`src/hw/pwm_dtc_pkg.sv`:
```
// constants and types for the dead-time compensated pwm channel
// Function
// - compensation on in edge mode: polarity bits and input choose add or subtract
// - subtracting: duty minus twice dead time below zero forces 0%
// - adding: duty plus twice dead time at or above period forces 100%
// - duty source: channel duty when select bit 8 is 0, master duty otherwise
// - period from primary, secondary or phase value by bits 9 and 3
// - alternate dead time kept out of limits, inserted when not forced
// - center mode compensation widens both low-side edges by half alternate dead time
// - center mode compensation leaves high-side edges untouched
package pwm_dtc_pkg;
    localparam int          CNT_W        = 16;
    localparam int          EXT_W        = 18;
    // control word fields
    localparam int          TB_SEL_BIT   = 3;
    localparam int          CENTER_BIT   = 2;
    localparam int          COMP_EN_LO   = 4;
    localparam int          COMP_EN_HI   = 5;
    localparam int          POL_LO       = 6;
    localparam int          POL_HI       = 7;
    localparam int          DUTY_SRC_BIT = 8;
    localparam int          INDEP_TB_BIT = 9;
    localparam logic [1:0]  COMP_ON      = 2'h3;
    // reset and boundary values
    localparam logic [CNT_W-1:0] CNT_ZERO = 16'h0000;
    localparam logic [CNT_W-1:0] CNT_ONE  = 16'h0001;
    localparam logic [1:0]       EXT_PAD  = 2'h0;
    localparam logic             SYNC_RST = 1'h0;

    typedef enum logic {
        DIR_UP   = 1'b0,
        DIR_DOWN = 1'b1
    } count_dir_e;
endpackage : pwm_dtc_pkg

```
`src/hw/dir_sync_if.sv`:
```
// carrier for the compensation input between the channel and its synchroniser
`timescale 1ns/100ps
interface dir_sync_if;
    logic raw;
    logic level;
    modport sync_side (input raw, output level);
    modport user_side (output raw, input level);
endinterface : dir_sync_if

```
`src/hw/dir_input_sync.sv`:
```
// three-stage synchroniser for the compensation direction pin
`timescale 1ns/100ps
module dir_input_sync (
    // clock and reset
    input  wire logic      core_clk,
    input  wire logic      rst,
    // synchronised pin
    dir_sync_if.sync_side  pin
);
    logic stage1_reg;
    logic stage2_reg;
    logic stage3_reg;
    logic level_reg;

    always_ff @(posedge core_clk) begin
        if (rst) begin
            stage1_reg <= pwm_dtc_pkg::SYNC_RST;
            stage2_reg <= pwm_dtc_pkg::SYNC_RST;
            stage3_reg <= pwm_dtc_pkg::SYNC_RST;
        end else begin
            stage1_reg <= pin.raw;
            stage2_reg <= stage1_reg;
            stage3_reg <= stage2_reg;
        end
    end

    // a change counts once stages two and three agree
    always_ff @(posedge core_clk) begin
        if (rst) begin
            level_reg <= pwm_dtc_pkg::SYNC_RST;
        end else if (stage2_reg == stage3_reg) begin
            level_reg <= stage3_reg;
        end
    end

    assign pin.level = level_reg;
endmodule : dir_input_sync

```
`src/hw/pwm_dead_time_compensation.sv`:
```
// pwm channel with time base, dead time and dead-time compensation
`timescale 1ns/100ps
module pwm_dead_time_compensation (
    // clock and reset
    input  wire logic        core_clk,
    input  wire logic        rst,
    // configuration
    input  wire logic [15:0] channel_control_word,
    // timing values
    input  wire logic [15:0] channel_duty_value,
    input  wire logic [15:0] master_duty_value,
    input  wire logic [15:0] primary_period_value,
    input  wire logic [15:0] secondary_period_value,
    input  wire logic [15:0] channel_phase_value,
    input  wire logic [15:0] dead_time_value,
    input  wire logic [15:0] alternate_dead_time,
    // compensation sense pin
    input  wire logic        comp_direction_input,
    // power stage drive
    output logic             high_side_output,
    output logic             low_side_output,
    // status
    output logic             force_zero_active,
    output logic             force_full_active,
    output logic             comp_adding
);
    localparam int CW = pwm_dtc_pkg::CNT_W;
    localparam int EW = pwm_dtc_pkg::EXT_W;

    ////////////////////////////////////////////////////////////////////////////
    // helpers

    function automatic logic [EW-1:0] widen(input logic [CW-1:0] v);
        widen = {pwm_dtc_pkg::EXT_PAD, v};
    endfunction : widen

    ////////////////////////////////////////////////////////////////////////////
    // control word decode

    logic [1:0] comp_enable_field;
    logic [1:0] comp_polarity_bits;
    logic       center_align_select;
    logic       duty_source_select;
    logic       independent_timebase_select;
    logic       master_timebase_select;
    logic       comp_on;

    assign comp_enable_field           = channel_control_word[pwm_dtc_pkg::COMP_EN_HI:pwm_dtc_pkg::COMP_EN_LO];
    assign comp_polarity_bits          = channel_control_word[pwm_dtc_pkg::POL_HI:pwm_dtc_pkg::POL_LO];
    assign center_align_select         = channel_control_word[pwm_dtc_pkg::CENTER_BIT];
    assign duty_source_select          = channel_control_word[pwm_dtc_pkg::DUTY_SRC_BIT];
    assign independent_timebase_select = channel_control_word[pwm_dtc_pkg::INDEP_TB_BIT];
    assign master_timebase_select      = channel_control_word[pwm_dtc_pkg::TB_SEL_BIT];
    assign comp_on                     = (comp_enable_field == pwm_dtc_pkg::COMP_ON);

    ////////////////////////////////////////////////////////////////////////////
    // compensation input synchroniser

    dir_sync_if dir_bus ();

    assign dir_bus.raw = comp_direction_input;

    dir_input_sync u_dir_sync (
        .core_clk (core_clk),
        .rst      (rst),
        .pin      (dir_bus.sync_side)
    );

    ////////////////////////////////////////////////////////////////////////////
    // source selection and compensation arithmetic

    logic [CW-1:0] duty_sel;
    logic [CW-1:0] period_sel;
    logic          add_dir;
    logic [EW-1:0] two_dt;
    logic [EW-1:0] duty_plus;
    logic [EW-1:0] duty_minus;
    logic          minus_neg;
    logic          plus_full;
    logic [CW-1:0] eff_duty;
    logic          force_zero;
    logic          force_full;

    assign duty_sel = duty_source_select ? master_duty_value : channel_duty_value;

    always_comb begin
        if (independent_timebase_select) begin
            period_sel = channel_phase_value;
        end else if (master_timebase_select) begin
            period_sel = secondary_period_value;
        end else begin
            period_sel = primary_period_value;
        end
    end

    // bit 1 fixes the direction by bit 0; otherwise bit 0 inverts the pin sense
    assign add_dir = comp_polarity_bits[1] ? comp_polarity_bits[0]
                                           : (dir_bus.level ^ comp_polarity_bits[0]);

    assign two_dt     = {1'b0, dead_time_value, 1'b0};
    assign duty_plus  = widen(duty_sel) + two_dt;
    assign duty_minus = widen(duty_sel) - two_dt;
    assign minus_neg  = widen(duty_sel) < two_dt;
    assign plus_full  = duty_plus >= widen(period_sel);

    // alternate dead time takes no part in the limit decisions
    always_comb begin
        force_zero = 1'b0;
        force_full = 1'b0;
        eff_duty   = duty_sel;
        if (comp_on && !center_align_select) begin
            if (add_dir) begin
                force_full = plus_full;
                eff_duty   = duty_plus[CW-1:0];
            end else begin
                force_zero = minus_neg;
                eff_duty   = duty_minus[CW-1:0];
            end
        end
    end

    ////////////////////////////////////////////////////////////////////////////
    // time base

    logic                    [CW-1:0] cnt_reg;
    logic                    [CW-1:0] cnt_next;
    pwm_dtc_pkg::count_dir_e          dir_reg;
    pwm_dtc_pkg::count_dir_e          dir_next;
    logic                    [CW-1:0] period_reg;
    logic                             center_reg;
    logic                             boundary;

    always_comb begin
        cnt_next = cnt_reg;
        dir_next = dir_reg;
        boundary = 1'b0;
        if (!center_reg) begin
            dir_next = pwm_dtc_pkg::DIR_UP;
            if (period_reg == pwm_dtc_pkg::CNT_ZERO || cnt_reg >= period_reg - pwm_dtc_pkg::CNT_ONE) begin
                cnt_next = pwm_dtc_pkg::CNT_ZERO;
                boundary = 1'b1;
            end else begin
                cnt_next = cnt_reg + pwm_dtc_pkg::CNT_ONE;
            end
        end else begin
            unique case (dir_reg)
                pwm_dtc_pkg::DIR_UP: begin
                    if (cnt_reg >= period_reg) begin
                        dir_next = pwm_dtc_pkg::DIR_DOWN;
                        cnt_next = (cnt_reg == pwm_dtc_pkg::CNT_ZERO) ? cnt_reg : cnt_reg - pwm_dtc_pkg::CNT_ONE;
                        boundary = (cnt_reg == pwm_dtc_pkg::CNT_ZERO);
                    end else begin
                        cnt_next = cnt_reg + pwm_dtc_pkg::CNT_ONE;
                    end
                end
                pwm_dtc_pkg::DIR_DOWN: begin
                    if (cnt_reg <= pwm_dtc_pkg::CNT_ONE) begin
                        dir_next = pwm_dtc_pkg::DIR_UP;
                        cnt_next = pwm_dtc_pkg::CNT_ZERO;
                        boundary = 1'b1;
                    end else begin
                        cnt_next = cnt_reg - pwm_dtc_pkg::CNT_ONE;
                    end
                end
            endcase
        end
    end

    always_ff @(posedge core_clk) begin
        if (rst) begin
            cnt_reg <= pwm_dtc_pkg::CNT_ZERO;
            dir_reg <= pwm_dtc_pkg::DIR_UP;
        end else begin
            cnt_reg <= cnt_next;
            dir_reg <= dir_next;
        end
    end

    ////////////////////////////////////////////////////////////////////////////
    // per-cycle parameter latch, taken only at the cycle boundary to avoid runt pulses

    logic [CW-1:0] eff_duty_reg;
    logic [CW-1:0] alt_reg;
    logic          comp_reg;
    logic          force_zero_reg;
    logic          force_full_reg;
    logic          adding_reg;

    always_ff @(posedge core_clk) begin
        if (rst) begin
            period_reg     <= pwm_dtc_pkg::CNT_ZERO;
            eff_duty_reg   <= pwm_dtc_pkg::CNT_ZERO;
            alt_reg        <= pwm_dtc_pkg::CNT_ZERO;
            center_reg     <= 1'b0;
            comp_reg       <= 1'b0;
            force_zero_reg <= 1'b0;
            force_full_reg <= 1'b0;
            adding_reg     <= 1'b0;
        end else if (boundary) begin
            period_reg     <= period_sel;
            eff_duty_reg   <= eff_duty;
            alt_reg        <= alternate_dead_time;
            center_reg     <= center_align_select;
            comp_reg       <= comp_on;
            force_zero_reg <= force_zero;
            force_full_reg <= force_full;
            adding_reg     <= comp_on && !center_align_select && add_dir;
        end
    end

    ////////////////////////////////////////////////////////////////////////////
    // output pair generation

    logic [EW-1:0] cnt_ext;
    logic [EW-1:0] half_alt;
    logic          high_next;
    logic          low_next;

    assign cnt_ext  = widen(cnt_reg);
    assign half_alt = widen({1'b0, alt_reg[CW-1:1]});

    always_comb begin
        high_next = 1'b0;
        low_next  = 1'b0;
        if (!center_reg) begin
            if (force_zero_reg) begin
                low_next  = 1'b1;
            end else if (force_full_reg) begin
                high_next = 1'b1;
            end else begin
                high_next = (cnt_reg >= alt_reg) && (cnt_reg < eff_duty_reg);
                low_next  = cnt_ext >= widen(eff_duty_reg) + widen(alt_reg);
            end
        end else if (comp_reg) begin
            high_next = cnt_reg < eff_duty_reg;
            low_next  = cnt_ext + half_alt >= widen(eff_duty_reg);
        end else begin
            high_next = cnt_ext + widen(alt_reg) < widen(eff_duty_reg);
            low_next  = cnt_reg >= eff_duty_reg;
        end
    end

    always_ff @(posedge core_clk) begin
        if (rst) begin
            high_side_output <= 1'b0;
            low_side_output  <= 1'b0;
        end else begin
            high_side_output <= high_next;
            low_side_output  <= low_next;
        end
    end

    always_ff @(posedge core_clk) begin
        if (rst) begin
            force_zero_active <= 1'b0;
            force_full_active <= 1'b0;
            comp_adding       <= 1'b0;
        end else begin
            force_zero_active <= force_zero_reg;
            force_full_active <= force_full_reg;
            comp_adding       <= adding_reg;
        end
    end
endmodule : pwm_dead_time_compensation

```
`config.mk`:
```
export PLATFORM = sky130hd
export DESIGN_NAME = pwm_dead_time_compensation
export DESIGN_NICKNAME = d
export VERILOG_FILES = /design/src/hw/pwm_dtc_pkg.sv /design/src/hw/dir_sync_if.sv /design/src/hw/dir_input_sync.sv /design/src/hw/pwm_dead_time_compensation.sv
export SDC_FILE = /design/constraint.sdc
export NUM_CORES = 1
export LEC_CHECK = 0
export ABC_AREA = 0
export BUFFER_PORTS_ARGS = -buffer_cell sky130_fd_sc_hd__buf_2
export CORE_ASPECT_RATIO = 2
export CORE_MARGIN = 1.5
export CORE_UTILIZATION = 64
export DETAILED_ROUTE_END_ITERATION = 10
export GPL_ROUTABILITY_DRIVEN = 1
export PLACE_DENSITY = 0.94
export RECOVER_POWER = 50
export SLEW_MARGIN = 20
export SYNTH_ARGS = -nofsm -noshare
export SYNTH_HDL_FRONTEND = slang
export SYNTH_SLANG_ARGS = --single-unit
```
`constraint.sdc`:
```
create_clock -name core_clk -period 11.2 [get_ports core_clk]
set_input_delay 0.56 -clock core_clk [delete_from_list [all_inputs] [get_ports core_clk]]
set_output_delay 0.56 -clock core_clk [all_outputs]
set_load 0.02 [all_outputs]
```
* Yosys cells after proc, flatten, opt, wreduce, memory -nomap -nowiden
Index checks and enable logic that the tools add are counted.
Operators by class: reduce and logical (&&, ||, !) cells 8, bitwise operators 3, multiplexer cells 32, add/subtract/negate cells 8, order comparisons 11, equal/unequal tests 3
Operators with widths (count):
- two-way mux 16 bit | 10
- >= comparator 16 bit | 4
- adder 16 x 16 -> 17 bit | 2
- logical NOT 16 bit | 2
- case mux 16 bit (2 select lines) | 1
- subtractor 16 x 1 -> 16 bit, second input constant | 2
- two-way mux 1 bit | 19
- adder 16 x 17 -> 18 bit | 1
- >= comparator 18 x 16 -> 1 bit | 1
- adder 16 x 15 -> 17 bit | 1
- >= comparator 16 x 17 -> 1 bit | 1
- >= comparator 17 x 16 -> 1 bit | 1
- less-than comparator 16 x 17 -> 1 bit | 1
- less-than comparator 17 x 16 -> 1 bit | 1
- adder 16 x 1 -> 16 bit, second input constant | 1
- <= comparator 16 x 1 -> 1 bit, second input constant | 1
- less-than comparator 16 bit | 1
- subtractor 16 bit | 1
- != test 4 bit, second input constant | 1
- case mux 1 bit (2 select lines) | 2
- logical AND 1 bit | 3
- equality test 2 bit, second input constant | 1
- inverter 1 bit | 2
- OR reduction 2 bit | 1
- other kinds (4) | 4
Word-level totals: output and inout bits 5, bits in registers 79, input bits 131

* Logic depth before layout (Yosys ltp)
word-level depth 5, depth in mapped cells 19, gate-level depth less buffers 19

* Hierarchy
From an unflattened synthesis, not the netlist that was laid out.
Second synthesis, totals: cells, all modules 1384, area total of the unflattened synthesis 10885.4 um^2
By module, submodules not included:
- pwm_dead_time_compensation | cells an instance 1374, instances 1, area an instance 10772.8 um^2, seq. area each 1501.4 um^2
- dir_input_sync | cells an instance 10, instances 1, area an instance 112.6 um^2, seq. area each 80.1 um^2

* Worst setup path after synthesis
No wires, ideal clock.
path kind in2reg, from in channel_control_word[8], to reg force_full_reg, arrival time 4.605 ns, stages on the path 18, buffers on the path 2, library setup time 0.130 ns, required time 11.070 ns, path slack 6.464 ns, cell sequence clkbuf_1 -> buf_1 -> mux2_2 -> ha_1 -> fa_1 -> nor2b_1 -> o311ai_0 -> a21oi_1 -> a21oi_1 -> o31ai_1 -> xnor2_1 -> ha_1 -> or3_1 -> a221oi_1 -> o21ai_0 -> a221oi_1 -> o211a_1 -> o41ai_1
Between the ends: longest elaborated chain between the ends 5
Ends and longest elaborated chain:
- start: declaration | line pwm_dead_time_compensation.sv:8 | input wire logic [15:0] channel_control_word,
- two-way mux 16 bit | line pwm_dead_time_compensation.sv:84 | assign duty_sel = duty_source_select ? master_duty_value : channel_duty_value;
- adder 16 x 17 -> 18 bit | line pwm_dead_time_compensation.sv:101 | assign duty_plus = widen(duty_sel) + two_dt;
- >= comparator 18 x 16 -> 1 bit | line pwm_dead_time_compensation.sv:104 | assign plus_full = duty_plus >= widen(period_sel);
- two-way mux 1 bit | line pwm_dead_time_compensation.sv:112 | if (add_dir) begin
- two-way mux 1 bit | line pwm_dead_time_compensation.sv:111 | if (comp_on && !center_align_select) begin
- end signal: assignment | line pwm_dead_time_compensation.sv:206 | force_full_reg <= force_full;
- end: declaration | line pwm_dead_time_compensation.sv:186 | logic force_full_reg;
No other way between the ends. A chain may end at the register's enable or synchronous reset.

* Worst setup path after layout
from reg cnt_reg[1], to reg high_side_output
Between the ends: longest elaborated chain between the ends 5
Ends and longest elaborated chain:
- start: declaration | line pwm_dead_time_compensation.sv:125 | logic [CW-1:0] cnt_reg;
- start signal: assignment | line pwm_dead_time_compensation.sv:171 | cnt_reg <= pwm_dtc_pkg::CNT_ZERO;
- start signal: assignment | line pwm_dead_time_compensation.sv:174 | cnt_reg <= cnt_next;
- branches (longest 4 deep; another with adder 16 x 16 -> 17 bit)
- two-way mux 1 bit (*) | line pwm_dead_time_compensation.sv:225 | if (!center_reg) begin
- end signal: assignment | line pwm_dead_time_compensation.sv:248 | high_side_output <= high_next;
- end: declaration | line pwm_dead_time_compensation.sv:20 | output logic high_side_output,
Every way passes the cells marked *.

==> flow_summary.ini <==
[sta]
rsz0062_at_grt = false
slew_headroom_pct = -70.14
max_freq_ghz = 0.1834
setup-tns-final_ns = 0
setup_viol = 0
final.setup_skew_ns = 0.01024
finalCriticalPeriod_ns = 5.452
tightest_slew_ns = 2.552
finalMaxSlewViolations = 95
finalHoldViolCount = 0
min_period_over_period_pct = 48.68

[yosys]
synth_mux_area_share_pct = 5.518
synth_cells = 1380
synth_flop_cell = dfxtp_1
syn_area_sq_mm = 0.01075
synth_warnings = 0
synth_compound_area_share_pct = 22.74
synth_largest_area_cell = ha_1
ys_types = 74
synth_commonest_cells = ha_1 (210), a21oi_1 (134), nand2_1 (119), nor2_1 (115), inv_1 (106)
postSynthAreaPerCell_sq_um = 7.788
synth_top_family_by_area = adder cells
synth_adder_area_share_pct = 25.38
synth-xor-area-share_pct = 7.090
synth-simple-area-share_pct = 18.77
synth_nets = 1726
yosys.area.top_type_share_pct = 24.45
ys_ff_latch = 79
synth_edf_count = 0
seq_area_frac_synth_pct = 14.71
synthArstFlopShare_pct = 0
synthTopCellsByArea = ha_1 (24%), dfxtp_1 (15%), a21oi_1 (6.2%)
yosysMostFrequentCell = ha_1

[global_route]
grt_usage_pct = 38.49
grt_overflow = 0
grt_antenna_before_repair = 0
grt-busiest-layer = met2
grt_pass1_vias = 11225
grt_max_degree = 56
use_met3_pct = 6.585
grt_use_met1_pct = 35.50
grt_use_met2_pct = 68.11
grt_pass1_wl_microns = 52780

[die]
ios = 136
initial_core_util_pct = 65.73
rows = 66
die_h_microns = 186.3
coreArea_sq_mm = 0.01635
die_width_microns = 94.64
die_area_sq_mm = 0.01763

[finish]
layout-drive-gt1-share_pct = 12.26
design_area_sq_mm = 0.01181
synthToLayoutAreaGrowth_pct = 9.895
diodes = 0
fin_nets = 1825

[routing]
wl_per_cell_microns = 19.95
ant_nets = 0
vias = 11317
first_pass_iters = 6
drc = 0
drt_first_iter_violations = 931
viasPerCell = 6.704
drt_wl_total_microns = 33670

[clock_network]
htree_levels = 3
clkSinkCount = 79
clockBufferDepth = 2
clock-root-buffer = clkbuf_16
clk_latency_ns = 0.36
post-cts-setup-buffer-count = 0
clk_pin_slew_worst_paths_ns = 0.06
cts-hold-fix-buffers = 0
cts_buffers = 9
cts-resized-gates = 0
cts_tree = yes

[power_and_ir_drop]
p_leak_nw = 5.530
power_density_mw_per_mm2 = 320.6
ir_drop_mv = 0.1846

[place]
port_buffers = 127
placed_area_sq_mm = 0.01150
gp_congestion = 0.9511
hpwl_microns = 25930

[critical_path]
startpoint_type = register
cp_max_fo = 13
arrival_ns = 5.65
critPathKind = register to register
worstPathRequired_ns = 11.40
cp-end-kind = register

[run_status]
violations = capacitance limit, slew limit
status = complete, but fails checks

[worst_hold_path]
hp-class = input pin to register

[run]
maxCapViolations = 2
[routing by layer]
metal  vias to the layer above  share of wire [%]
li1                       5198                  -
met1                      5226                 32
met2                       635                 50
met3                       258                6.7
met4                         0                 11
met5                         -                  0
[final timing paths]
check | start | endpoint | slack (ns) | cells after the start
setup / recovery | cnt_reg[1] | high_side_output | 5.75 | 15
hold / removal | comp_direction_input | u_dir_sync.stage1_reg | 0.42 | 2
setup reg to reg | cnt_reg[1] | high_side_output | 5.75 | 15
hold reg to reg | adding_reg | adding_reg | 0.45 | 2
[kinds of logic (layout without fill, tap and decap cells)]
family,after synthesis,count (layout)
fa+ha+maj,215,215
xor+xnor,87,87
flops,79,79
mux,56,56
compound gates,371,371
simple gates,417,417
buf+inv,155,259
[where the power goes]
part | switching, mW | leakage (nW) | internal [mW] | total, mW
combinational | 1.72 | 4.72 | 1.16 | 2.88
clock | 0.128 | 0.170 | 0.224 | 0.352
sequential | 0.171 | 0.644 | 0.381 | 0.552
total | 2.02 | 5.53 | 1.77 | 3.79
[placed cells by master, fill, tap and decap left out, types with 13 or more instances in the layout]
| cell | synthesis | final |
|---|---|---|
| a211oi_1 | 21 | 20 |
| buf_2 | 6 | 122 |
| o21ai_0 | 45 | 45 |
| a221oi_1 | 13 | 13 |
| nand2_1 | 119 | 119 |
| a21oi_1 | 134 | 135 |
| nor3_1 | 34 | 34 |
| and2_1 | 22 | 22 |
| mux2i_1 | 39 | 39 |
| dfxtp_1 | 79 | 79 |
| ha_1 | 210 | 210 |
| nor2_1 | 115 | 114 |
| xnor2_1 | 60 | 60 |
| nor2b_1 | 22 | 22 |
| nand3_1 | 25 | 25 |
| o211ai_1 | 22 | 22 |
| inv_1 | 106 | 106 |
| mux2_2 | 16 | 16 |
| xor2_1 | 27 | 27 |
| a21o_1 | 27 | 27 |
[layout make-up]
cell class / instances / area (sq um)
Inverter: 106 / 397.9
Tap cell: 204 / 255.2
Timing Repair Buffer: 137 / 696.9
Clock buffer: 11 / 242.7
Clock inverter: 5 / 103.9
Multi-Input combinational cell: 1146 / 8533
Fill cell: 1154 / 4539
Sequential cell: 79 / 1582
[critical path, cell delays in order, from the launching register on]
cell and delay [ns]:
dfxtp_1 0.76, inv_1 0.33, fa_1 0.52, or2_2 0.34, a221oi_1 0.44, nor2_1 0.14
o41ai_1 0.48, a221oi_1 0.22, o21ai_0 0.39, a21oi_1 0.16, xnor2_1 0.15, ha_1 0.18
a2111oi_0 0.39, o21ai_0 0.16, a211o_1 0.25, a311oi_1 0.38
[metrics by stage]
stage / std cells / utilization [%] / hold slack, ns / setup WS, ns / total power, mW
after floorplan: 1380 / - / 0.4138 / 6.464 / 2.673
after global placement: 1672 / 70.36 / 0.4257 / 5.962 / 3.174
after detailed placement: 1672 / 70.36 / 0.4280 / 5.918 / 3.317
after CTS: 1688 / 72.48 / 0.4215 / 5.921 / 3.721
after global routing: 1688 / 72.24 / 0.4316 / 5.551 / 4.081
final: 1688 / 72.24 / 0.4224 / 5.748 / 3.787
No activity file was read; power rests on OpenSTA's default activity.
